`config.mk`:
```
export PLATFORM = sky130hd
export DESIGN_NAME = mcc_cmd_ctrl
export DESIGN_NICKNAME = d
export VERILOG_FILES = /design/src/hdl/mcc_pkg.sv /design/src/hdl/mcc_store_if.sv /design/src/hdl/mcc_cfg_store.sv /design/src/hdl/mcc_cmd_ctrl.sv
export SDC_FILE = /design/constraint.sdc
export NUM_CORES = 1
export LEC_CHECK = 0
export ABC_AREA = 1
export BUFFER_PORTS_ARGS = -buffer_cell sky130_fd_sc_hd__buf_2
export CAP_MARGIN = 5
export CORE_AREA = 2 2 312 191
export DETAILED_ROUTE_END_ITERATION = 10
export DIE_AREA = 0 0 314 193
export PLACE_DENSITY = 0.57
export SLEW_MARGIN = 15
export SYNTH_ARGS = -nofsm -noshare
export SYNTH_HDL_FRONTEND = slang
export SYNTH_SLANG_ARGS = --single-unit
```
`constraint.sdc`:
```
create_clock -name I_CLK_SYS -period 4.2 [get_ports I_CLK_SYS]
set_input_delay 0.42 -clock I_CLK_SYS [delete_from_list [all_inputs] [get_ports I_CLK_SYS]]
set_output_delay 0.42 -clock I_CLK_SYS [all_outputs]
set_load 0.005 [all_outputs]
```
`src/hdl/mcc_pkg.sv`:
```
package mcc_pkg;

	// Sizes
	localparam int FLAG_W    = 32;
	localparam int CFG_W     = 32;
	localparam int LANE_W    = 8;
	localparam int MODE_W    = 3;
	localparam int NUM_VA    = 3;
	localparam int NUM_STORE = 10;
	localparam int STORE_AW  = 4;
	localparam int CMD_W     = 4;
	localparam int ARG_W     = 8;
	localparam int SEL_W     = 3;

	// Completion word bit positions
	localparam int FLG_NONHARM_LSB = 0;
	localparam int FLG_MOTOR       = 3;
	localparam int FLG_HARM_LSB    = 8;
	localparam int FLG_SPEC        = 16;

	// Configuration word layout: lane 0 holds the mode, lanes 1..3 the analyzers
	localparam int                 CFG_MODE_LSB    = 0;
	localparam logic [CFG_W-1:0]   CFG_FACTORY_DEF = 32'h0000_0000;

	// Analyzer selector codes; 4 and above are channel groups
	localparam logic [SEL_W-1:0]   SEL_VA_FIRST = 3'h1;
	localparam logic [SEL_W-1:0]   SEL_VA_LAST  = 3'h3;

	// Store indexes
	localparam logic [ARG_W-1:0]   STORE_FACTORY = 8'h00;
	localparam logic [ARG_W-1:0]   STORE_FIRST   = 8'h01;
	localparam logic [ARG_W-1:0]   STORE_LAST    = 8'h0A;

	// Argument limits
	localparam logic [ARG_W-1:0]   SCOPE_ARG_MAX = 8'h02;
	localparam logic [ARG_W-1:0]   STBY_ARG_MAX  = 8'h01;

	// Operating modes
	localparam logic [MODE_W-1:0]  MODE_SINGLE   = 3'h0;
	localparam logic [MODE_W-1:0]  MODE_MULTI    = 3'h1;
	localparam logic [MODE_W-1:0]  MODE_SYNC     = 3'h2;
	localparam logic [MODE_W-1:0]  MODE_HARM_A   = 3'h3;
	localparam logic [MODE_W-1:0]  MODE_HARM_B   = 3'h5;
	localparam logic [MODE_W-1:0]  MODE_SPECTRUM = 3'h7;

	// Scope status codes
	localparam logic [2:0]         SCP_STOP_EMPTY = 3'h0;
	localparam logic [2:0]         SCP_STOP_DATA  = 3'h1;
	localparam logic [2:0]         SCP_SINGLE     = 3'h2;
	localparam logic [2:0]         SCP_CONT_EMPTY = 3'h3;
	localparam logic [2:0]         SCP_CONT_DATA  = 3'h4;

	// Standby state codes
	localparam logic [2:0]         STBY_NEVER    = 3'h0;
	localparam logic [2:0]         STBY_STOPPED  = 3'h1;
	localparam logic [2:0]         STBY_ENDED    = 3'h2;
	localparam logic [2:0]         STBY_WAIT_LVL = 3'h3;
	localparam logic [2:0]         STBY_RUN_MIN  = 3'h4;
	localparam logic [2:0]         STBY_RUN_EXT  = 3'h5;

	// Command codes, in this order from zero
	typedef enum logic [CMD_W-1:0] {
		CMD_FLAGS_Q, CMD_SCOPE, CMD_SCOPE_Q, CMD_STBY_RUN, CMD_STBY_Q,
		CMD_SAVE, CMD_RECALL, CMD_BEGIN_EDIT, CMD_COMMIT, CMD_MODE,
		CMD_STAGE_SET, CMD_RST, CMD_CLS
	} mcc_cmd_t;

	typedef enum logic [1:0] {SCP_RUN_OFF, SCP_RUN_SINGLE, SCP_RUN_CONT} mcc_scope_t;
	typedef enum logic {ST_IDLE, ST_RCL_LOAD} mcc_state_t;

endpackage

```
`src/hdl/mcc_store_if.sv`:
```
`timescale 1ns/100ps
interface mcc_store_if #(
	parameter int AW = 4,
	parameter int DW = 32
);
	logic          wr_en;
	logic          rd_en;
	logic [AW-1:0] addr;
	logic [DW-1:0] wdata;
	logic [DW-1:0] rdata;

	modport ctrl (output wr_en, output rd_en, output addr, output wdata, input rdata);
	modport mem  (input wr_en, input rd_en, input addr, input wdata, output rdata);
endinterface

```
`src/hdl/mcc_cfg_store.sv`:
```
`timescale 1ns/100ps
module mcc_cfg_store import mcc_pkg::*; #(
	parameter int DEPTH = NUM_STORE + 1
) (
	// Clock and reset
	input  wire logic i_clk,
	input  wire logic i_rst_n,
	// Store port
	mcc_store_if.mem  bus
);

	logic [CFG_W-1:0] mem_r [DEPTH];

	// User stores only; word 0 is never written
	// factory store protected
	always_ff @(posedge i_clk) begin
		if (bus.wr_en && bus.addr != STORE_AW'(STORE_FACTORY) && int'(bus.addr) < DEPTH) begin
			mem_r[bus.addr] <= bus.wdata;
		end
	end

	// Registered read; factory answers from a constant
	always_ff @(posedge i_clk or negedge i_rst_n) begin
		if (!i_rst_n) begin
			bus.rdata <= '0;
		end else if (bus.rd_en) begin
			if (bus.addr == STORE_AW'(STORE_FACTORY)) begin
				bus.rdata <= CFG_FACTORY_DEF;
			end else begin
				bus.rdata <= mem_r[bus.addr];
			end
		end
	end
endmodule

```
`src/hdl/mcc_cmd_ctrl.sv`:
```
`timescale 1ns/100ps
module mcc_cmd_ctrl import mcc_pkg::*; (
	// Clock and reset
	input  wire logic                 I_CLK_SYS,
	input  wire logic                 I_RST_N,
	// Command port
	input  wire logic                 I_CMD_VALID,
	input  wire logic [CMD_W-1:0]     I_CMD_CODE,
	input  wire logic [SEL_W-1:0]     I_CMD_SEL,
	input  wire logic [ARG_W-1:0]     I_CMD_ARG,
	output logic                      O_CMD_READY,
	// Response port
	output logic                      O_RSP_VALID,
	output logic                      O_RSP_ERR,
	output logic [FLAG_W-1:0]         O_RSP_DATA,
	// Measurement events
	input  wire logic [NUM_VA-1:0]    I_NONHARM_DONE,
	input  wire logic                 I_MOTOR_DONE,
	input  wire logic [NUM_VA-1:0]    I_HARM_DONE,
	input  wire logic                 I_SPEC_DONE,
	// Hardware status
	input  wire logic                 I_MULTI_CH,
	input  wire logic                 I_DC_ZERO,
	// Scope capture engine
	input  wire logic                 I_SCOPE_CAPTURED,
	output logic [1:0]                O_SCOPE_RUN,
	output logic                      O_SCOPE_CLEAR,
	// Standby engines
	input  wire logic [NUM_VA-1:0]    I_STBY_LEVEL,
	input  wire logic [NUM_VA-1:0]    I_STBY_MIN,
	input  wire logic [NUM_VA-1:0]    I_STBY_END,
	output logic [NUM_VA-1:0]         O_STBY_RUN,
	// Active configuration
	output logic [CFG_W-1:0]          O_ACTIVE_CFG,
	output logic                      O_MEAS_RESTART
);

	// Selector is one analyzer, not a channel group
	function automatic logic sel_is_va(input logic [SEL_W-1:0] sel);
		return sel >= SEL_VA_FIRST && sel <= SEL_VA_LAST;
	endfunction

	function automatic logic [1:0] va_index(input logic [SEL_W-1:0] sel);
		return 2'(sel - SEL_VA_FIRST);
	endfunction

	function automatic logic mode_needs_multi(input logic [MODE_W-1:0] m);
		return m == MODE_MULTI || m == MODE_SYNC;
	endfunction

	function automatic logic stby_running(input logic [2:0] s);
		return s == STBY_WAIT_LVL || s == STBY_RUN_MIN || s == STBY_RUN_EXT;
	endfunction

	mcc_state_t       state_r;
	mcc_cmd_t         code;
	mcc_scope_t       scope_run_r;
	logic             scope_data_r;
	logic [FLAG_W-1:0] flags_r;
	logic [FLAG_W-1:0] flags_nxt;
	logic [FLAG_W-1:0] flag_set;
	logic [CFG_W-1:0] active_r;
	logic [CFG_W-1:0] staged_r;
	logic [15:0]      saved_r;
	logic [2:0]       stby_r   [NUM_VA];
	logic [2:0]       stby_nxt [NUM_VA];
	logic [2:0]       scope_code;
	logic [FLAG_W-1:0] rsp_nxt;
	logic             cmd_err;
	logic             go;
	logic             ok;
	logic             staging;
	logic             commit_ok;
	logic             cfg_changed;
	logic             flags_clear;
	logic [MODE_W-1:0] staged_mode;

	mcc_store_if #(.AW(STORE_AW), .DW(CFG_W)) store_bus ();

	mcc_cfg_store mcc_cfg_store_i (
		.i_clk   (I_CLK_SYS),
		.i_rst_n (I_RST_N),
		.bus     (store_bus.mem)
	);

	assign code        = mcc_cmd_t'(I_CMD_CODE);
	assign go          = I_CMD_VALID && O_CMD_READY;
	assign ok          = go && !cmd_err;
	assign staged_mode = staged_r[CFG_MODE_LSB +: MODE_W];
	assign cfg_changed = staged_r != active_r;
	assign commit_ok   = ok && code == CMD_COMMIT;
	assign staging     = code == CMD_MODE || code == CMD_STAGE_SET;

	// Scope status code from run mode and data presence
	// scope status encoding
	always_comb begin
		case (scope_run_r)
			SCP_RUN_SINGLE: scope_code = SCP_SINGLE;
			SCP_RUN_CONT:   scope_code = scope_data_r ? SCP_CONT_DATA : SCP_CONT_EMPTY;
			default:        scope_code = scope_data_r ? SCP_STOP_DATA : SCP_STOP_EMPTY;
		endcase
	end

	// Command check and query answer
	always_comb begin
		cmd_err = 1'b0;
		rsp_nxt = '0;
		case (code)
			CMD_FLAGS_Q: rsp_nxt = flags_r;
			CMD_SCOPE:   cmd_err = I_CMD_ARG > SCOPE_ARG_MAX;
			CMD_SCOPE_Q: rsp_nxt = FLAG_W'(scope_code);
			CMD_STBY_RUN: cmd_err = !sel_is_va(I_CMD_SEL) || I_CMD_ARG > STBY_ARG_MAX;
			CMD_STBY_Q: begin
				cmd_err = !sel_is_va(I_CMD_SEL);
				rsp_nxt = cmd_err ? '0 : FLAG_W'(stby_r[va_index(I_CMD_SEL)]);
			end
			CMD_SAVE:   cmd_err = I_CMD_ARG < STORE_FIRST || I_CMD_ARG > STORE_LAST;
			CMD_RECALL: cmd_err = I_CMD_ARG > STORE_LAST || !saved_r[I_CMD_ARG[3:0]];
			CMD_BEGIN_EDIT, CMD_RST, CMD_CLS: cmd_err = 1'b0;
			CMD_COMMIT: cmd_err = mode_needs_multi(staged_mode) && !I_MULTI_CH;
			CMD_MODE: cmd_err = I_CMD_ARG > ARG_W'(MODE_SPECTRUM) || I_CMD_ARG == 8'h04 || I_CMD_ARG == 8'h06;
			CMD_STAGE_SET: cmd_err = !sel_is_va(I_CMD_SEL);
			default: cmd_err = 1'b1;
		endcase
		if ((staging || code == CMD_COMMIT) && I_DC_ZERO) begin
			cmd_err = 1'b1;
		end
	end

	// Ready and recall sequencing; recall waits one cycle for store data
	always_ff @(posedge I_CLK_SYS or negedge I_RST_N) begin
		if (!I_RST_N) begin
			state_r     <= ST_IDLE;
			O_CMD_READY <= 1'b1;
		end else begin
			case (state_r)
				ST_IDLE: begin
					if (ok && code == CMD_RECALL) begin
						state_r     <= ST_RCL_LOAD;
						O_CMD_READY <= 1'b0;
					end
				end
				default: begin
					state_r     <= ST_IDLE;
					O_CMD_READY <= 1'b1;
				end
			endcase
		end
	end

	// Store port driven straight from the taken command
	// save active config
	assign store_bus.wr_en = ok && code == CMD_SAVE;
	assign store_bus.rd_en = ok && code == CMD_RECALL;
	assign store_bus.addr  = I_CMD_ARG[STORE_AW-1:0];
	assign store_bus.wdata = active_r;

	// Saved markers; factory always loadable
	// ten user stores tracked
	always_ff @(posedge I_CLK_SYS or negedge I_RST_N) begin
		if (!I_RST_N) begin
			saved_r <= 16'h0001;
		end else if (store_bus.wr_en) begin
			saved_r[I_CMD_ARG[3:0]] <= 1'b1;
		end
	end

	// Response register
	always_ff @(posedge I_CLK_SYS or negedge I_RST_N) begin
		if (!I_RST_N) begin
			O_RSP_VALID <= 1'b0;
			O_RSP_ERR   <= 1'b0;
			O_RSP_DATA  <= '0;
		end else begin
			O_RSP_VALID <= (go && !(ok && code == CMD_RECALL)) || state_r == ST_RCL_LOAD;
			O_RSP_ERR   <= go && cmd_err;
			O_RSP_DATA  <= ok ? rsp_nxt : '0;
		end
	end

	// Completion events gathered into the flag word
	// non-harmonic, motor, harmonic and spectrum bits
	assign flag_set = (FLAG_W'(I_NONHARM_DONE) << FLG_NONHARM_LSB)
		| (FLAG_W'(I_MOTOR_DONE) << FLG_MOTOR)
		| (FLAG_W'(I_HARM_DONE) << FLG_HARM_LSB)
		| (FLAG_W'(I_SPEC_DONE) << FLG_SPEC);

	assign flags_clear = (ok && code == CMD_FLAGS_Q) || (commit_ok && cfg_changed);
	// Set wins over clear so no completion is lost
	assign flags_nxt   = (flags_clear ? '0 : flags_r) | flag_set;

	always_ff @(posedge I_CLK_SYS or negedge I_RST_N) begin
		if (!I_RST_N) begin
			flags_r <= '0;
		end else begin
			flags_r <= flags_nxt;
		end
	end

	// Active configuration and restart strobe
	always_ff @(posedge I_CLK_SYS or negedge I_RST_N) begin
		if (!I_RST_N) begin
			active_r       <= CFG_FACTORY_DEF;
			O_MEAS_RESTART <= 1'b0;
		end else begin
			O_MEAS_RESTART <= 1'b0;
			if (commit_ok) begin
				active_r       <= staged_r;
				O_MEAS_RESTART <= cfg_changed;
			end else if (state_r == ST_RCL_LOAD) begin
				active_r       <= store_bus.rdata;
				O_MEAS_RESTART <= 1'b1;
			end
		end
	end

	assign O_ACTIVE_CFG = active_r;

	// Staged configuration, only applied by commit
	always_ff @(posedge I_CLK_SYS or negedge I_RST_N) begin
		if (!I_RST_N) begin
			staged_r <= CFG_FACTORY_DEF;
		end else if (state_r == ST_RCL_LOAD) begin
			staged_r <= store_bus.rdata;
		end else if (ok) begin
			case (code)
				CMD_MODE:      staged_r[CFG_MODE_LSB +: MODE_W] <= I_CMD_ARG[MODE_W-1:0];
				CMD_STAGE_SET: staged_r[LANE_W*int'(I_CMD_SEL) +: LANE_W] <= I_CMD_ARG;
				CMD_BEGIN_EDIT: staged_r <= active_r;
				CMD_RST, CMD_CLS: staged_r <= active_r;
				default: staged_r <= staged_r;
			endcase
		end
	end

	// Scope capture control
	always_ff @(posedge I_CLK_SYS or negedge I_RST_N) begin
		if (!I_RST_N) begin
			scope_run_r   <= SCP_RUN_OFF;
			scope_data_r  <= 1'b0;
			O_SCOPE_CLEAR <= 1'b0;
		end else begin
			O_SCOPE_CLEAR <= 1'b0;
			if (ok && code == CMD_SCOPE) begin
				scope_run_r <= mcc_scope_t'(I_CMD_ARG[1:0]);
				if (I_CMD_ARG != 8'h00) begin
					scope_data_r  <= 1'b0;
					O_SCOPE_CLEAR <= 1'b1;
				end
			end else if (I_SCOPE_CAPTURED && scope_run_r != SCP_RUN_OFF) begin
				scope_data_r <= 1'b1;
				// Single capture ends with its first view
				if (scope_run_r == SCP_RUN_SINGLE) begin
					scope_run_r <= SCP_RUN_OFF;
				end
			end
		end
	end

	// Mirror of the run mode for the capture engine
	always_ff @(posedge I_CLK_SYS or negedge I_RST_N) begin
		if (!I_RST_N) begin
			O_SCOPE_RUN <= 2'h0;
		end else if (ok && code == CMD_SCOPE) begin
			O_SCOPE_RUN <= I_CMD_ARG[1:0];
		end else if (I_SCOPE_CAPTURED && scope_run_r == SCP_RUN_SINGLE) begin
			O_SCOPE_RUN <= 2'h0;
		end
	end

	// Standby state per analyzer; operator command beats engine events
	always_comb begin
		for (int v = 0; v < NUM_VA; v++) begin
			stby_nxt[v] = stby_r[v];
			case (stby_r[v])
				STBY_WAIT_LVL: if (I_STBY_LEVEL[v]) stby_nxt[v] = STBY_RUN_MIN;
				STBY_RUN_MIN: begin
					if (I_STBY_END[v]) begin
						stby_nxt[v] = STBY_ENDED;
					end else if (I_STBY_MIN[v]) begin
						stby_nxt[v] = STBY_RUN_EXT;
					end
				end
				STBY_RUN_EXT: if (I_STBY_END[v]) stby_nxt[v] = STBY_ENDED;
				default: stby_nxt[v] = stby_r[v];
			endcase
			if (ok && code == CMD_STBY_RUN && va_index(I_CMD_SEL) == 2'(v)) begin
				if (I_CMD_ARG[0]) begin
					stby_nxt[v] = STBY_WAIT_LVL;
				end else if (stby_running(stby_r[v])) begin
					stby_nxt[v] = STBY_STOPPED;
				end
			end
		end
	end

	always_ff @(posedge I_CLK_SYS or negedge I_RST_N) begin
		if (!I_RST_N) begin
			for (int v = 0; v < NUM_VA; v++) begin
				stby_r[v] <= STBY_NEVER;
			end
			O_STBY_RUN <= '0;
		end else begin
			for (int v = 0; v < NUM_VA; v++) begin
				stby_r[v]     <= stby_nxt[v];
				O_STBY_RUN[v] <= stby_running(stby_nxt[v]);
			end
		end
	end
endmodule

```
Yosys cells after proc, flatten, opt, wreduce, memory -nomap -nowiden. Memories as Yosys holds them, arrays and structs flattened. Index checks and enable logic that the tools add are counted.

RAM bits: 352. Register bits after elaboration: 199. Memories kept: 1. Input port bits: 38.

Eq/ne operators: 40. Muxes and demuxes: 66. Bitwise gates (word level): 6. Add/subtract/negate cells: 2. Reduce and logical (&&, ||, !) cells: 70. Shift-type cells: 2. Magnitude comparators: 11.

Memory list: mcc_cfg_store_i.mem_r (words 11, width 32, read ports 1, clocked after Yosys merged registers in 0, write ports 1, RTL line mcc_cfg_store.sv:12) `logic [CFG_W-1:0] mem_r [DEPTH];`.

Operators by type and width (number): $mux W32 (7); $pmux W32 S3 (1); $mux W3 (25); $pmux W29 S2 (1); $eq A3 B3 Y1 const B (12); $pmux W3 S3 (4); $neg A6 Y33 (1); $shift A8 B33 Y32 const A (1); $shiftx A8 B33 Y32 (1); $bwmux W32 (1); $ne A32 B32 Y1 (1); $or A32 B17 Y32 (1); $logic_and A1 B1 Y1 (22); $logic_or A1 B1 Y1 (22); $eq A3 B2 Y1 const B (7); $eq A4 B4 Y1 const B (5); $mux W1 (17); $or A11 B17 Y17 (1); $eq A4 B3 Y1 const B (4); $eq A8 B3 Y1 const B (2); $or A16 B16 Y16 (1); $reduce_bool A2 Y1 (7); $or A4 B11 Y11 (1); $mux W2 (5); other kinds (35) (47).

Longest topological paths before layout.
Depth after elaboration: 14. Gate-level depth with buffers: 18. Gate-level depth less buffers: 17.

Cells and area by module. From an unflattened synthesis, not the netlist that was laid out.

Cell total of the unflattened synthesis: 2357. Area, all modules: 22620.4 um2.

Modules (own cells, without submodules): mcc_cfg_store (times used 1, cells each 1414, area each 15511.1 um2, seq. area each 11370.9 um2); mcc_cmd_ctrl (times used 1, cells each 943, area each 7109.3 um2, seq. area each 2980.4 um2).

Worst setup path after synthesis. No wires, ideal clock.

Kind: in2reg. From: input port I_CMD_SEL[1]. To: memory mcc_cfg_store_i.mem_r[10][0] (enable). Buffers on the path: 1. Stages: 14. Setup time: 0.421 ns. Data arrival time: 3.195 ns. Data required time: 3.779 ns. Setup slack: 0.584 ns. Cells stage by stage: inv_1 ha_1 nand3b_1 nand2_1 nand2_1 nand2_1 nor2_1 nand2_1 nor2_4 nand2_4 nor2_1 inv_2 buf_2 nor2_1.

Cells in the longest elaborated chain, start to end: 13. Elaborated cells on any way between the ends: 14.

RTL lines: from (decl) (RTL line mcc_cmd_ctrl.sv:9) `input wire logic [SEL_W-1:0] I_CMD_SEL,`; $ge A3 B1 Y1 / $le A3 B2 Y1 (equally long branches) (RTL line mcc_cmd_ctrl.sv:40) `return sel >= SEL_VA_FIRST && sel <= SEL_VA_LAST;`; $logic_and A1 B1 Y1 (*) (RTL line mcc_cmd_ctrl.sv:40); $logic_not A1 Y1 (*) (RTL line mcc_cmd_ctrl.sv:112, mcc_cmd_ctrl.sv:114, mcc_cmd_ctrl.sv:122); $logic_or A1 B1 Y1 (RTL line mcc_cmd_ctrl.sv:112) `CMD_STBY_RUN: cmd_err = !sel_is_va(I_CMD_SEL) || I_CMD_ARG > STBY_ARG_MAX;`; $pmux W1 S8 (*) (RTL line mcc_cmd_ctrl.sv:108) `case (code)`; $mux W1 (*) (RTL line mcc_cmd_ctrl.sv:125) `if ((staging || code == CMD_COMMIT) && I_DC_ZERO) begin`; $logic_not A1 Y1 (*) (RTL line mcc_cmd_ctrl.sv:88) `assign ok = go && !cmd_err;`; $logic_and A1 B1 Y1 (*) (RTL line mcc_cmd_ctrl.sv:88); $logic_and A1 B1 Y1 (*) (RTL line mcc_cmd_ctrl.sv:153) `assign store_bus.wr_en = ok && code == CMD_SAVE;`; $logic_and A1 B1 Y1 (*) (2 in series) (RTL line mcc_cfg_store.sv:17) `if (bus.wr_en && bus.addr != STORE_AW'(STORE_FACTORY) && int'(bus.addr) < DEPTH) begin`; $mux W1 (*) (RTL line mcc_cfg_store.sv:17); $mux W1 (implied by the code) (*) (RTL line mcc_cfg_store.sv:18) `mem_r[bus.addr] <= bus.wdata;`; to (decl) (RTL line mcc_cfg_store.sv:12).

Mark *: on every way between the ends. The rest lies on a longest branch, timed or not.

Final worst setup path.
From: register staged_r[1]. To: memory mcc_cfg_store_i.mem_r[5][30] (enable).

Cells in the longest elaborated chain, start to end: 12. Elaborated cells on any way between the ends: 13.

RTL lines: from (decl) (RTL line mcc_cmd_ctrl.sv:63) `logic [CFG_W-1:0] staged_r;`; from (signal assigned) (RTL line mcc_cmd_ctrl.sv:224) `staged_r <= store_bus.rdata;`; from (signal, indexed assignment) (RTL line mcc_cmd_ctrl.sv:227) `CMD_MODE: staged_r[CFG_MODE_LSB +: MODE_W] <= I_CMD_ARG[MODE_W-1:0];`; from (signal assigned) (RTL line mcc_cmd_ctrl.sv:229) `CMD_BEGIN_EDIT: staged_r <= active_r;`; $eq A3 B1 Y1 / $eq A3 B2 Y1 (equally long branches) (RTL line mcc_cmd_ctrl.sv:48) `return m == MODE_MULTI || m == MODE_SYNC;`; $logic_or A1 B1 Y1 (*) (RTL line mcc_cmd_ctrl.sv:48); $logic_and A1 B1 Y1 (*) (RTL line mcc_cmd_ctrl.sv:120) `CMD_COMMIT: cmd_err = mode_needs_multi(staged_mode) && !I_MULTI_CH;`; $pmux W1 S8 (*) (RTL line mcc_cmd_ctrl.sv:108); $mux W1 (*) (RTL line mcc_cmd_ctrl.sv:125); $logic_not A1 Y1 (*) (RTL line mcc_cmd_ctrl.sv:88); $logic_and A1 B1 Y1 (*) (RTL line mcc_cmd_ctrl.sv:88); $logic_and A1 B1 Y1 (*) (RTL line mcc_cmd_ctrl.sv:153); $logic_and A1 B1 Y1 (*) (2 in series) (RTL line mcc_cfg_store.sv:17); $mux W1 (*) (RTL line mcc_cfg_store.sv:17); $mux W1 (implied by the code) (*) (RTL line mcc_cfg_store.sv:18).

Marks and branches as above.

==> impl_metrics.csv <==
group,metric,value,unit
status,status,"finished with violations",
status,violations,"negative hold slack",
sta,rsz0062_at_grt,"false",
place,dp_hpwl,37900,µm
sta,finalSetupTns,0,ps
synthesis,avgSynthCellArea,11.0,µm²
sta,maxSlewHeadroom,21.9,%
power,pwr_density_cell,510,nW/µm²
synthesis,synth_warnings,0,
min_path,hold_path.class,"input port to asynchronous set/reset pin",
detailed_routing,num_vias,14185,
cts,htreeDepth,2,
place,place_inst,2637,
power,p_total,11.7,mW
final_layout,final_layout_size_suffix_gt1_share,12.3,%
global_routing,grt_antenna_before_repair,0,
final_layout,finalNonFillerCells,2719,
critical_path,cp.arrival,3140,ps
floorplanning,rows,69,
detailed_routing,first_pass_iters,5,
floorplanning,die_w,314,µm
critical_path,endpoint_kind,"register",
final_layout,diodes,0,
cts,cts_setup_buffers,0,
critical_path,cp_common_cell,"nand2_1",
critical_path,crit_start,"staged_r[1]",
cts,cts_tree,"done",
floorplanning,die_h,193,µm
global_routing,grt_pass1_wl,86900,µm
sta,fin_crit_sh,69.9,%
global_routing,use_met3,4.49,%
final_layout,final_cell_area,22900,µm²
global_routing,busiest_layer,"met1",
place,gp_congestion,0.920,
place,port_buffers,87,
final_layout,fin_nets,1948,
critical_path,r2r-start,"staged_r[1]",
cts,post_cts_resized,0,
critical_path,crit_required,4410,ps
floorplanning,io_pins,112,
critical_path,path_max_fanout,32,
detailed_routing,ant_nets,0,
cts,cts_root_buffer,"clkbuf_16",
critical_path,path_cells,"nand2_1 -> nand2_1 -> nor2_1 -> nand2_1 -> nand3_1 -> nor2_1 -> nand2_1 -> nor2_4 -> nand2_4 -> nor2_1 -> inv_2 -> nor2_4 -> buf_4",
critical_path,crit_path_top_delay_cell,"dfrtp_1",
sta,worstMarginPinSlew,1170,ps
sta,final-hold-violation-count,31,
sta,max_freq,341,MHz
sta,drv_slew,0,
sta,finalSetupViolCount,0,
sta,fin_skew,16.8,ps
global_routing,use_met1,29.9,%
place,post_dp_cell_area,21500,µm²
detailed_routing,wl_per_cell,21.2,µm
global_routing,grtUsageTotal,19.0,%
floorplanning,start_util,34.5,%
cts,clkSinkCount,471,
cts,cts_buffer_depth,3,
cts,postCtsHoldBufs,0,
critical_path,crit_family,"simple AND/OR/NAND/NOR gates",
synthesis,ys_types,49,
global_routing,grt_max_degree,102,
final_layout,syn2layout_area_growth,14.4,%
synthesis,synth_area,20000,µm²
final_layout,fillerInstances,5535,
global_routing,first_global_vias,13435,
floorplanning,die_area,60600,µm²
synthesis,synthesis.instances,1817,
power,vdd_drop_max,0.306,mV
detailed_routing,drt_first_iter_violations,1600,
detailed_routing,post-route-drc-count,0,
critical_path,critPathKind,"register to register",
critical_path,worst_setup_path_start_kind,"register",
synthesis,synth_seq_area_share,66.9,%
floorplanning,core,58100,µm²
cts,clk_latency,580,ps
detailed_routing,vias_per_cell,5.22,
sta,whs,-60.2,ps
detailed_routing,drt_wl_total,57600,µm
global_routing,overflow,0,
critical_path,critical_path_buf_inv_count,2,
sta,fin_crit,2930,ps
global_routing,grt_util_met2,26.8,%
job,drv_cap,0,
critical_path,max_stage_delay,490,ps
cts,cts_buffers,44,
synthesis,synth-seq-cells,471,
cts,clkTransAtPathRegs,70,ps
power,cellLeakagePower,9.16,nW
[metal layers]
metal  part of all wire, %  up-vias
li1                      -     6470
met1                    49     7112
met2                    41      544
met3                   8.8       59
met4                   1.1        0
met5                     0        -
[worst paths after layout]
check,endpoint,slack (ps),depth (start not counted)
max in group asynchronous,mcc_cfg_store_i.bus.rdata[23],3130,2
max reg2reg,mcc_cfg_store_i.mem_r[5][30],1270,13
min in group I_CLK_SYS,flags_r[10],30,2
min,flags_r[9],-60,1
min reg2reg,saved_r[0],370,0
max,mcc_cfg_store_i.mem_r[5][30],1270,13
[where the power goes]
part	leakage, nW	switching, mW	internal [mW]
Sequential	4.86	0.470	5.49
Combinational	3.59	1.06	0.557
Clock	0.715	1.79	2.31
[cell usage in the layout (no fill, tap or decap), types with 14 or more instances in the layout]
| master | count |
|---|---|
| xnor2_1 | 18 |
| edfxtp_1 | 320 |
| conb_1 | 24 |
| nor2_1 | 69 |
| inv_1 | 101 |
| buf_2 | 86 |
| dfrtp_1 | 149 |
| a21boi_0 | 19 |
| clkbuf_16 | 46 |
| nand4_1 | 19 |
| nand3_1 | 66 |
| nor2_4 | 14 |
| nand2_1 | 505 |
| a21oi_1 | 66 |
| o21ai_1 | 51 |
| o21ai_0 | 88 |
| a22o_1 | 15 |
| o22ai_1 | 21 |
| a22oi_1 | 80 |
| buf_4 | 30 |
[state kept, by name, summed over array words and instances, names as in the netlist, 2 cells and up]
signal and count:
mcc_cfg_store_i.bus.rdata 32, O_STBY_RUN 3, mcc_cfg_store_i.mem_r 320, flags_r 8
O_SCOPE_RUN 2, stby_r 9, saved_r 16, scope_run_r 2
staged_r 32, O_RSP_DATA 8, O_ACTIVE_CFG 32
[worst reg2reg max path, cell delays in order, from the launching register on]
cell	delay [ps]
dfrtp_1	490
nand2_1	80
nand2_1	70
nor2_1	70
nand2_1	100
nand3_1	100
nor2_1	100
nand2_1	90
nor2_4	200
nand2_4	140
nor2_1	210
inv_2	240
nor2_4	140
buf_4	470
[final cells by class]
type | count | area (µm²) | share of cell area (%)
clock inverter | 23 | 220 | 0.961
clock buffer | 59 | 1230 | 5.37
multi-input combinational | 1149 | 5830 | 25.4
inverter | 110 | 415 | 1.81
timing repair buffer | 126 | 847 | 3.70
tap | 781 | 977 | 4.27
sequential | 471 | 13400 | 58.4
[through the flow]
| step | worst slack [ps] | utilization (%) |
|---|---|---|
| 5_1_grt | 983 | 39.4 |
| 6_report | 1270 | 39.4 |
| 2_1_floorplan | 584 | - |
| 3_3_place_gp | 783 | 36.9 |
| 4_1_cts | 1300 | 39.4 |
| 3_5_place_dp | 708 | 36.9 |
[cell families (layout without fill, tap and decap cells)]
group | after synthesis | in the layout | synth area share [%]
AO/OA/AOI/OAI | 386 | 386 | 12.0
XOR/XNOR | 20 | 20 | 0.875
adder cells (fa/ha/maj) | 8 | 8 | 0.500
buffers and inverters | 220 | 318 | 4.88
flip-flops | 471 | 471 | 66.9
other | 1 | 24 | 0.0187
AND/OR/NAND/NOR | 711 | 711 | 14.8
[synth_stat cells, drive strengths merged]
| library cell | number | share of area [%] |
|---|---|---|
| or2 | 10 | 0.31 |
| dfstp | 2 | 0.26 |
| o31ai | 7 | 0.26 |
| nor3 | 7 | 0.17 |
| ha | 8 | 0.50 |
| nand3b | 4 | 0.15 |
| a21oi | 67 | 1.7 |
| a21o | 1 | 0.038 |
| o211ai | 3 | 0.11 |
| conb | 1 | 0.019 |
| a22oi | 80 | 3.0 |
| edfxtp | 320 | 48 |
| nand3 | 70 | 2.0 |
| o22ai | 21 | 0.66 |
| nor3b | 3 | 0.11 |
| o21ai | 139 | 3.5 |
| xnor2 | 18 | 0.79 |
| a32o | 2 | 0.10 |
| a221oi | 9 | 0.39 |
| o221ai | 4 | 0.17 |
| a211oi | 7 | 0.26 |
| a31oi | 2 | 0.062 |
| nand2 | 510 | 9.7 |
| o21bai | 8 | 0.30 |
| dfrtp | 149 | 19 |
| o2111ai | 2 | 0.088 |
| buf | 55 | 1.8 |
| a21boi | 19 | 0.71 |
| a22o | 15 | 0.66 |
| xor2 | 2 | 0.088 |
| nor2 | 86 | 1.8 |
| clkbuf | 55 | 1.0 |
| inv | 110 | 2.1 |
| nand4 | 19 | 0.59 |
| nor4 | 2 | 0.062 |
Note: power is estimated with default switching activity, not from simulation.
